## src/logic/rsc_defs.vh

```
/*
 * Constants for the reset and strap capture block: timing, strap
 * encodings and reset values.
 * Assumes the includer sets the timescale and net type itself.
 */
`ifndef RSC_DEFS_VH
`define RSC_DEFS_VH

// ----------------------------------------------------------------
// Timing
// ----------------------------------------------------------------
`define RSC_CLK_PERIOD_PS   100000
`define RSC_STRAP_DELAY_PS  1500000
`define RSC_STRAP_DELAY_CYC ((`RSC_STRAP_DELAY_PS + `RSC_CLK_PERIOD_PS - 1) / `RSC_CLK_PERIOD_PS)
`define RSC_CNT_W           5

// ----------------------------------------------------------------
// Strap encodings
// ----------------------------------------------------------------
`define RSC_HOST_SPI        1'h0
`define RSC_HOST_I2C        1'h1
`define RSC_SPI_MODE_0_3    1'h0
`define RSC_SPI_MODE_1_2    1'h1
`define RSC_CODE_CRC8       1'h0
`define RSC_CODE_CHKSUM8    1'h1
`define RSC_PARK_ACTIVE     1'h0

// ----------------------------------------------------------------
// Reset values
// ----------------------------------------------------------------
`define RSC_LOW_RST         1'h0
`define RSC_OE_OFF          1'h0
`define RSC_CFG_RST         1'h0
`define RSC_CFG_SET         1'h1
`define RSC_PARK_RST        1'h1

`endif

```

## src/logic/rsc_top.v

```verilog
/*
 * Reset and strap capture: holds pads safe while the power-on reset
 * is low, waits about 1.5 us after release, latches the three strap
 * pins once, publishes the host port configuration and passes the
 * park request on.
 * Assumes arst_n_in is the board power-on reset, held low by the
 * supervisor until supplies and clocks are stable, and that all pad
 * inputs are synchronous to ref_clk_in.
 */
`timescale 1ns/1ps
`default_nettype none
`include "rsc_defs.vh"

//Contract
// - Low reset holds; rising edge starts configuration.
// - Seven safe signals driven low in reset.
// - All other outputs tristated during reset; mirror_park_out is driven high instead.
// - Straps sampled about 1.5 us after release.
// - Host strap 0 selects SPI, 1 I2C.
// - Unselected host port becomes diagnostic monitor port.
// - SPI mode strap 0 modes 0/3, 1 modes 1/2.
// - Integrity strap 0 CRC8, 1 checksum8, command only.
// - Park input low parks mirrors, high runs.
// - Strap pins never driven before sampling completes.
module rsc_top
#(
	parameter GP_W      = 8,
	parameter DELAY_CYC = `RSC_STRAP_DELAY_CYC
)
(
	input  wire            ref_clk_in,
	input  wire            arst_n_in,
	// Strap pads
	input  wire            host_if_strap_in,
	output wire            host_if_strap_out,
	output wire            host_if_strap_oe_out,
	input  wire            spi_mode_strap_in,
	output wire            spi_mode_strap_out,
	output wire            spi_mode_strap_oe_out,
	input  wire            integrity_code_select_in,
	output wire            integrity_code_select_out,
	output wire            integrity_code_select_oe_out,
	// Debug drive of strap pads, honoured only after sampling
	input  wire [2:0]      dbg_strap_oe_in,
	input  wire [2:0]      dbg_strap_val_in,
	// Park request
	input  wire            mirror_park_n_in,
	output wire            mirror_park_out,
	// Core values for the seven pads held low in reset
	input  wire [3:0]      core_illum_sel_in,
	input  wire            core_mirror_rst_n_in,
	input  wire            core_adc_clk_in,
	input  wire            core_adc_sdo_in,
	output wire            illum_source_sel_0_out,
	output wire            illum_source_sel_1_out,
	output wire            illum_source_sel_2_out,
	output wire            illum_source_sel_3_out,
	output wire            mirror_array_reset_n_out,
	output wire            monitor_adc_clk_out,
	output wire            monitor_adc_sdo_out,
	// Other device pads, tristated in reset
	input  wire [GP_W-1:0] core_gp_val_in,
	input  wire [GP_W-1:0] core_gp_oe_in,
	output wire [GP_W-1:0] gp_pad_out,
	output wire [GP_W-1:0] gp_pad_oe_out,
	// Configuration results
	output wire            init_start_out,
	output wire            config_valid_out,
	output wire            spi_cmd_en_out,
	output wire            i2c_cmd_en_out,
	output wire            spi_diag_en_out,
	output wire            i2c_diag_en_out,
	output wire            spi_mode_1_2_out,
	output wire            cmd_use_checksum_out
);

	// ------------------------------------------------------------
	// Sequencer states
	// ------------------------------------------------------------
	localparam [1:0] ST_START = 2'h0;
	localparam [1:0] ST_WAIT  = 2'h1;
	localparam [1:0] ST_DONE  = 2'h2;

	// The delay count is cut to the counter width on purpose; keep
	// DELAY_CYC within 1..32 or the capture point wraps.
	localparam integer          LAST_INT = DELAY_CYC - 1;
	localparam [`RSC_CNT_W-1:0] LAST_CNT = LAST_INT[`RSC_CNT_W-1:0];
	localparam [`RSC_CNT_W-1:0] CNT_ZERO = {`RSC_CNT_W{1'h0}};
	localparam [`RSC_CNT_W-1:0] CNT_STEP = {{(`RSC_CNT_W-1){1'h0}}, 1'h1};

	reg [1:0]            state_q;
	reg [1:0]            state_d;
	reg [`RSC_CNT_W-1:0] cnt_q;
	reg [`RSC_CNT_W-1:0] cnt_d;
	reg                  init_start_q;
	reg                  cfg_valid_q;
	reg                  spi_mode_q;
	reg                  code_sel_q;
	reg                  spi_cmd_q;
	reg                  i2c_cmd_q;
	reg                  spi_diag_q;
	reg                  i2c_diag_q;
	reg                  park_q;
	reg [2:0]            strap_oe_q;
	reg [2:0]            strap_val_q;
	reg [3:0]            illum_q;
	reg                  mrst_n_q;
	reg                  adc_clk_q;
	reg                  adc_sdo_q;
	reg [GP_W-1:0]       gp_val_q;
	reg [GP_W-1:0]       gp_oe_q;

	wire                 sample_now;

	// ------------------------------------------------------------
	// Release sequence
	// ------------------------------------------------------------
	// The first cycle after release starts configuration; the delay
	// counter then runs so straps settle through their weak pulls.
	assign sample_now = (state_q == ST_WAIT) && (cnt_q == LAST_CNT);

	always @*
	begin
		state_d = state_q;
		cnt_d   = cnt_q;
		case (state_q)
			ST_START:
			begin
				state_d = ST_WAIT;
				cnt_d   = CNT_ZERO;
			end
			ST_WAIT:
			begin
				if (sample_now)
					state_d = ST_DONE;
				else
					cnt_d = cnt_q + CNT_STEP;
			end
			ST_DONE:
			begin
				state_d = ST_DONE;
			end
			default:
			begin
				state_d = ST_START;
				cnt_d   = CNT_ZERO;
			end
		endcase
	end

	always @(posedge ref_clk_in or negedge arst_n_in)
	begin
		if (!arst_n_in)
		begin
			state_q <= ST_START;
			cnt_q   <= CNT_ZERO;
		end
		else
		begin
			state_q <= state_d;
			cnt_q   <= cnt_d;
		end
	end

	// One-cycle start pulse for the core, raised by the reset release
	always @(posedge ref_clk_in or negedge arst_n_in)
	begin
		if (!arst_n_in)
			init_start_q <= `RSC_CFG_RST;
		else
			init_start_q <= (state_q == ST_START);
	end

	// ------------------------------------------------------------
	// Strap capture and host port configuration
	// ------------------------------------------------------------
	// Captured once per release; later pad activity, including our
	// own debug drive, never reaches these flops.
	always @(posedge ref_clk_in or negedge arst_n_in)
	begin
		if (!arst_n_in)
		begin
			spi_mode_q  <= `RSC_CFG_RST;
			code_sel_q  <= `RSC_CFG_RST;
			spi_cmd_q   <= `RSC_CFG_RST;
			i2c_cmd_q   <= `RSC_CFG_RST;
			spi_diag_q  <= `RSC_CFG_RST;
			i2c_diag_q  <= `RSC_CFG_RST;
		end
		else if (sample_now)
		begin
			spi_mode_q  <= (spi_mode_strap_in == `RSC_SPI_MODE_1_2);
			code_sel_q  <= (integrity_code_select_in == `RSC_CODE_CHKSUM8);
			spi_cmd_q   <= (host_if_strap_in == `RSC_HOST_SPI);
			i2c_cmd_q   <= (host_if_strap_in == `RSC_HOST_I2C);
			spi_diag_q  <= (host_if_strap_in == `RSC_HOST_I2C);
			i2c_diag_q  <= (host_if_strap_in == `RSC_HOST_SPI);
		end
	end

	// Valid flag sticks until the next reset; nothing else clears it
	always @(posedge ref_clk_in or negedge arst_n_in)
	begin
		if (!arst_n_in)
			cfg_valid_q <= `RSC_CFG_RST;
		else if (sample_now)
			cfg_valid_q <= `RSC_CFG_SET;
	end

	// ------------------------------------------------------------
	// Pad control
	// ------------------------------------------------------------
	// Safe pads stay low until configuration is known, not only in
	// reset, so the mirror array and light sources see no glitch.
	always @(posedge ref_clk_in or negedge arst_n_in)
	begin
		if (!arst_n_in)
		begin
			illum_q   <= {4{`RSC_LOW_RST}};
			mrst_n_q  <= `RSC_LOW_RST;
			adc_clk_q <= `RSC_LOW_RST;
			adc_sdo_q <= `RSC_LOW_RST;
		end
		else
		begin
			illum_q   <= cfg_valid_q ? core_illum_sel_in : {4{`RSC_LOW_RST}};
			mrst_n_q  <= cfg_valid_q & core_mirror_rst_n_in;
			adc_clk_q <= cfg_valid_q & core_adc_clk_in;
			adc_sdo_q <= cfg_valid_q & core_adc_sdo_in;
		end
	end

	// General pads: value flops run freely, only the enable is gated
	always @(posedge ref_clk_in or negedge arst_n_in)
	begin
		if (!arst_n_in)
		begin
			gp_val_q <= {GP_W{`RSC_LOW_RST}};
			gp_oe_q  <= {GP_W{`RSC_OE_OFF}};
		end
		else
		begin
			gp_val_q <= core_gp_val_in;
			gp_oe_q  <= cfg_valid_q ? core_gp_oe_in : {GP_W{`RSC_OE_OFF}};
		end
	end

	// Strap pads: debug drive only once the capture is over, so an
	// early debug request cannot corrupt the latched straps
	always @(posedge ref_clk_in or negedge arst_n_in)
	begin
		if (!arst_n_in)
		begin
			strap_oe_q  <= {3{`RSC_OE_OFF}};
			strap_val_q <= {3{`RSC_LOW_RST}};
		end
		else
		begin
			strap_oe_q  <= cfg_valid_q ? dbg_strap_oe_in : {3{`RSC_OE_OFF}};
			strap_val_q <= dbg_strap_val_in;
		end
	end

	// ------------------------------------------------------------
	// Park request
	// ------------------------------------------------------------
	// Sampled on every edge, configured or not: a power loss may
	// come at any time, and reset leaves the mirrors parked.
	always @(posedge ref_clk_in or negedge arst_n_in)
	begin
		if (!arst_n_in)
			park_q <= `RSC_PARK_RST;
		else
			park_q <= (mirror_park_n_in == `RSC_PARK_ACTIVE);
	end

	// ------------------------------------------------------------
	// Outputs
	// ------------------------------------------------------------
	assign host_if_strap_out            = strap_val_q[0];
	assign host_if_strap_oe_out         = strap_oe_q[0];
	assign spi_mode_strap_out           = strap_val_q[1];
	assign spi_mode_strap_oe_out        = strap_oe_q[1];
	assign integrity_code_select_out    = strap_val_q[2];
	assign integrity_code_select_oe_out = strap_oe_q[2];
	assign mirror_park_out              = park_q;
	assign illum_source_sel_0_out       = illum_q[0];
	assign illum_source_sel_1_out       = illum_q[1];
	assign illum_source_sel_2_out       = illum_q[2];
	assign illum_source_sel_3_out       = illum_q[3];
	assign mirror_array_reset_n_out     = mrst_n_q;
	assign monitor_adc_clk_out          = adc_clk_q;
	assign monitor_adc_sdo_out          = adc_sdo_q;
	assign gp_pad_out                   = gp_val_q;
	assign gp_pad_oe_out                = gp_oe_q;
	assign init_start_out               = init_start_q;
	assign config_valid_out             = cfg_valid_q;
	assign spi_cmd_en_out               = spi_cmd_q;
	assign i2c_cmd_en_out               = i2c_cmd_q;
	assign spi_diag_en_out              = spi_diag_q;
	assign i2c_diag_en_out              = i2c_diag_q;
	assign spi_mode_1_2_out             = spi_mode_q;
	assign cmd_use_checksum_out         = code_sel_q;

endmodule // rsc_top

`default_nettype wire

```

## config.mk

```make
export PLATFORM = sky130hd
export DESIGN_NAME = rsc_top
export DESIGN_NICKNAME = d
export VERILOG_FILES = /design/src/logic/rsc_top.v
export VERILOG_INCLUDE_DIRS = /design/src /design/src/logic
export SDC_FILE = /design/constraint.sdc
export NUM_CORES = 1
export LEC_CHECK = 0
export BUFFER_PORTS_ARGS = -buffer_cell sky130_fd_sc_hd__buf_2
export CAP_MARGIN = 20
export CORE_MARGIN = 2
export CORE_UTILIZATION = 45
export CTS_CLUSTER_SIZE = 24
export DETAILED_ROUTE_END_ITERATION = 10
export HOLD_SLACK_MARGIN = 0.05
export PLACE_DENSITY = 0.78
export SLEW_MARGIN = 25
export SYNTH_ARGS = -nofsm -noshare
export SYNTH_HDL_FRONTEND = slang
export SYNTH_SLANG_ARGS = --single-unit
```

## constraint.sdc

```tcl
create_clock -name ref_clk_in -period 1.6 [get_ports ref_clk_in]
set_clock_uncertainty 0.05 [all_clocks]
set_input_delay 0.24 -clock ref_clk_in [delete_from_list [all_inputs] [get_ports ref_clk_in]]
set_output_delay 0.24 -clock ref_clk_in [all_outputs]
set_load 0.01 [all_outputs]
```

# Yosys cells after proc, flatten, opt, wreduce, memory -nomap -nowiden
# Cells that the tools add are included.
# totals
ff_bits	43
latchBits	0
ramBits	0
rom_bits	0
inputBits	35
elab_cells	39
memories	0
# classes
n_addsub	1
multipliers	0
div	0
n_lt_le_gt_ge	0
n_eq_ne	5
shifts	0
muxes	7
n_bitwise	6
n_reduce_logical	3
# ops
cell	n
$pmux W5 S2	1
$mux W8	1
$pmux W2 S3	1
$add A5 B1 Y5 const B	1
$eq A5 B4 Y1 const B	1
$mux W5	1
$mux W4	1
$ne A2 B2 Y1 const B	2
$and A1 B1 Y1	3
$mux W3	1
$not A1 Y1	3
$eq A2 B1 Y1 const B	1
$eq A2 B2 Y1 const B	1
$logic_not A2 Y1	1
$mux W2	1
$reduce_and A2 Y1	1
$logic_and A1 B1 Y1	1

# Longest topological paths before layout
# logic_depth
ltp_word	4
depth_mapped	5

# Worst setup path after synthesis
# Ideal clock, no wire load.
# synth_path
path_kind	register -> register
from	reg cnt_q[0]
to	reg cnt_q[1]
setup_ns	0.080
t_arrival_ns	1.333
required_ns	1.470
slack_ns	0.138
stages_incl_launch_ff	6
n_path_buf	0
period_less_slack_ns	1.462
cell_sequence	dfrtp_1 inv_1 ha_1 and4b_4 or3_4 o22ai_2
# synth_via
elab_chain_len	4
# synth_rtl
item	line	rtl
start, declared	rsc_top.v:93	reg [`RSC_CNT_W-1:0] cnt_q;
start signal, assigned	rsc_top.v:161	cnt_q <= cnt_d;
branches (longest 4 deep; another with $add A5 B1 Y5)	n/a	
# Parallel ways; which one is timed is not known. The select of a mux whose other input is x is not followed.
# A chain may end at the register's enable or synchronous reset.

# Worst setup path in the final report
# layout_path
from	reg cnt_q[1]
to	reg cnt_q[0]
# layout_via
elab_chain_len	4
# layout_rtl
item	line	rtl
$eq A5 B4 Y1	rsc_top.v:120	assign sample_now = (state_q == ST_WAIT) && (cnt_q == LAST_CNT);
$logic_and A1 B1 Y1	rsc_top.v:120	
$ne A2 B2 Y1 (no line)	n/a	
$reduce_and A2 Y1 (no line)	n/a	
# Every way passes these cells.

==> impl_metrics.tcl <==
set metrics [dict create \
    outcome "complete, no violations" \
    crit_required_ns 1.82 \
    avgRoutedWirePerCell_um 15.00 \
    yosysWarnings 0 \
    cts_num_sinks 43 \
    path_class "flip-flop to flip-flop" \
    fp.dieW_um 62.32 \
    finalWirelength_mm 3.975 \
    leakage_nw 1.165 \
    grt_usage_pct 22.45 \
    synth-main-ff-cell "dfrtp_1" \
    insertion_delay_ns 0.35 \
    final_cell_mix "72 x buf_2, 41 x dfrtp_1, 33 x dlygate4sd3_1" \
    final_common_cell "buf_2" \
    fmax_mhz 635.1 \
    yosysSeqAreaShare_pct 70.40 \
    dieArea_mm2 0.003883 \
    vias 1234 \
    synth_seq_cells 43 \
    syn2layout_area_growth_pct 53.72 \
    route.detailed.drc 0 \
    yosysUniqueCellTypes 26 \
    port_buffers 72 \
    cts.path.max_buffers 2 \
    num_antenna_cells 0 \
    setup_tns_ns 0 \
    post-place-ws_ns 0.08343 \
    syn_inst 105 \
    syn_nets 145 \
    clockRootBuffer "clkbuf_4" \
    layout_min_cycle_time_ns 1.575 \
    drtIter0Drc 43 \
    finalCritPeriodShare_pct 98.41 \
    via_per_inst 4.657 \
    tightest_slew_ns 0.5106 \
    globalRouteOverflowTotal 0 \
    post-route-util_pct 71.05 \
    critical_path.max_stage_delay_ns 0.45 \
    cts_tree "yes" \
    start_kind "flip-flop" \
    core-area_mm2 0.003311 \
    reg2reg_depth 4 \
    max_cap_violations 0 \
    path_clk_slew_ns 0.13 \
    synth_edf_count 0 \
    dr.pass1.iters 4 \
    ir_worst_vdd_uv 618.4 \
    rows 21 \
    grt_start_max_net_pins 44 \
    synth-async-reset-ratio_pct 100.0 \
    hold_ws_ns 0.06517 \
    place.gp.congestion 0.7678 \
    antenna_found_initial 0 \
    start_util_pct 46.22 \
    final_layout_size_suffix_gt1_share_pct 42.92 \
    r2r_setup_slack_ns 0.03 \
    cts_max_level 2 \
    hold_path.class "primary input to flip-flop" \
    dpl_cell_area_mm2 0.001952 \
    dp_hpwl_mm 2.259 \
    syn_area_mm2 0.001530 \
    relSlewSlack_pct 65.96 \
    placed_cells 223 \
    cp_slowest_cell "dfrtp_1" \
    hold_viol 0 \
    fin_area_mm2 0.002352 \
    synth.avg_cell_area_um2 14.57 \
    crit_arrival_ns 1.80 \
    dieHeight_um 62.32 \
    grt_pass1_vias 1345 \
    ant_nets 0 \
    fin_ws_ns 0.02542 \
    crit_chain "ha_1, and4b_4, or3_4, mux2i_1" \
    fin_cells 265 \
    power.density_mw_per_mm2 814.5 \
    setup_viol 0 \
    crit_path_end_kind "flip-flop" \
    holdPathStages 2 \
    ios 73 \
    drv_slew 0 \
    total_power_mw 1.916 \
    critPathMaxFanout 5 \
    numCtsBuffers 5 \
    grt_first_pass_wirelength_mm 6.486 \
    nets 258 \
]
==> routing by layer <==
metal  up-vias  global-route usage [%]  wire length (µm)
li1        569                       -                 -
met1       598                   21.10              1309
met2        50                   44.29              2345
met3        17                   4.891               146
met4         0                   12.22               174
met5         -                       0                 0
==> Yosys cell counts, types with 2 or more instances <==
library cell | n | share of area (%)
inv_1 | 7 | 1.7
and2_1 | 18 | 7.4
ha_1 | 5 | 4.1
mux2_4 | 3 | 2.9
nand2_1 | 2 | 0.49
mux2i_1 | 2 | 1.3
buf_4 | 2 | 0.98
dfrtp_1 | 42 | 69
o21ai_0 | 6 | 2.0
a21oi_1 | 2 | 0.65
==> area by class of cell <==
class / count / area, µm²
Clock inverter: 3 / 23.77
Timing Repair Buffer: 109 / 720.7
Multi-Input combinational cell: 52 / 407.9
Tap cell: 46 / 57.56
Inverter: 7 / 26.28
Fill cell: 233 / 958.4
Clock buffer: 5 / 37.54
Sequential cell: 43 / 1079
==> logic make-up (layout without fill, tap and decap cells) <==
family	count (synthesis)	after routing	synth area share (%)
buffers and inverters	10	124	2.943
adders and majority gates	5	5	4.088
and+or+nand+nor	29	29	12.76
muxes	6	6	4.988
DFF	43	43	70.40
AOI/OAI and AO/OA	12	12	4.825
==> state kept, by name (all words and copies together), names as in the netlist, 2 cells and up <==
signal and flops:
gp_pad_out 8, cnt_q 5, gp_pad_oe_out 8, state_q 2, strap_val_q 3, illum_q 4, strap_oe_q 3
==> worst paths after layout <==
check / from / endpoint
setup / recovery: cnt_q[1]$_DFFE_PN0P_ / cnt_q[0]$_DFFE_PN0P_
hold / removal: core_gp_oe_in[6] / gp_pad_oe_out[6]$_DFF_PN0_
setup reg to reg: cnt_q[1]$_DFFE_PN0P_ / cnt_q[0]$_DFFE_PN0P_
hold reg to reg: spi_mode_1_2_out$_DFFE_PN0P_ / spi_mode_1_2_out$_DFFE_PN0P_
max in group asynchronous: arst_n_in / config_valid_out$_DFFE_PN0P_
min in group asynchronous: arst_n_in / state_q[1]$_DFFE_PN0P_
==> power by group <==
part / internal [mW] / switching [mW] / total [mW]
combinational: 0.131 / 0.0978 / 0.229
sequential: 1.13 / 0.0154 / 1.15
clock: 0.176 / 0.365 / 0.541
==> repair_timing <==
| item | CTS | global route |
|---|---|---|
| setup buffers | 0 | 1 |
| setup endpoints to repair | 0 | 2 |
| gates resized for setup | 0 | 1 |
| hold buffers | 30 | 3 |
| endpoints found under the hold margin | 71 | 3 |
==> critical path: cells and delay by family, from the launching register on <==
kind,cells,cell delay (ns)
DFF,1,0.45
adders and majority gates,1,0.24
and+or+nand+nor,2,0.59
muxes,1,0.17
(Power assumes the default switching activity.)
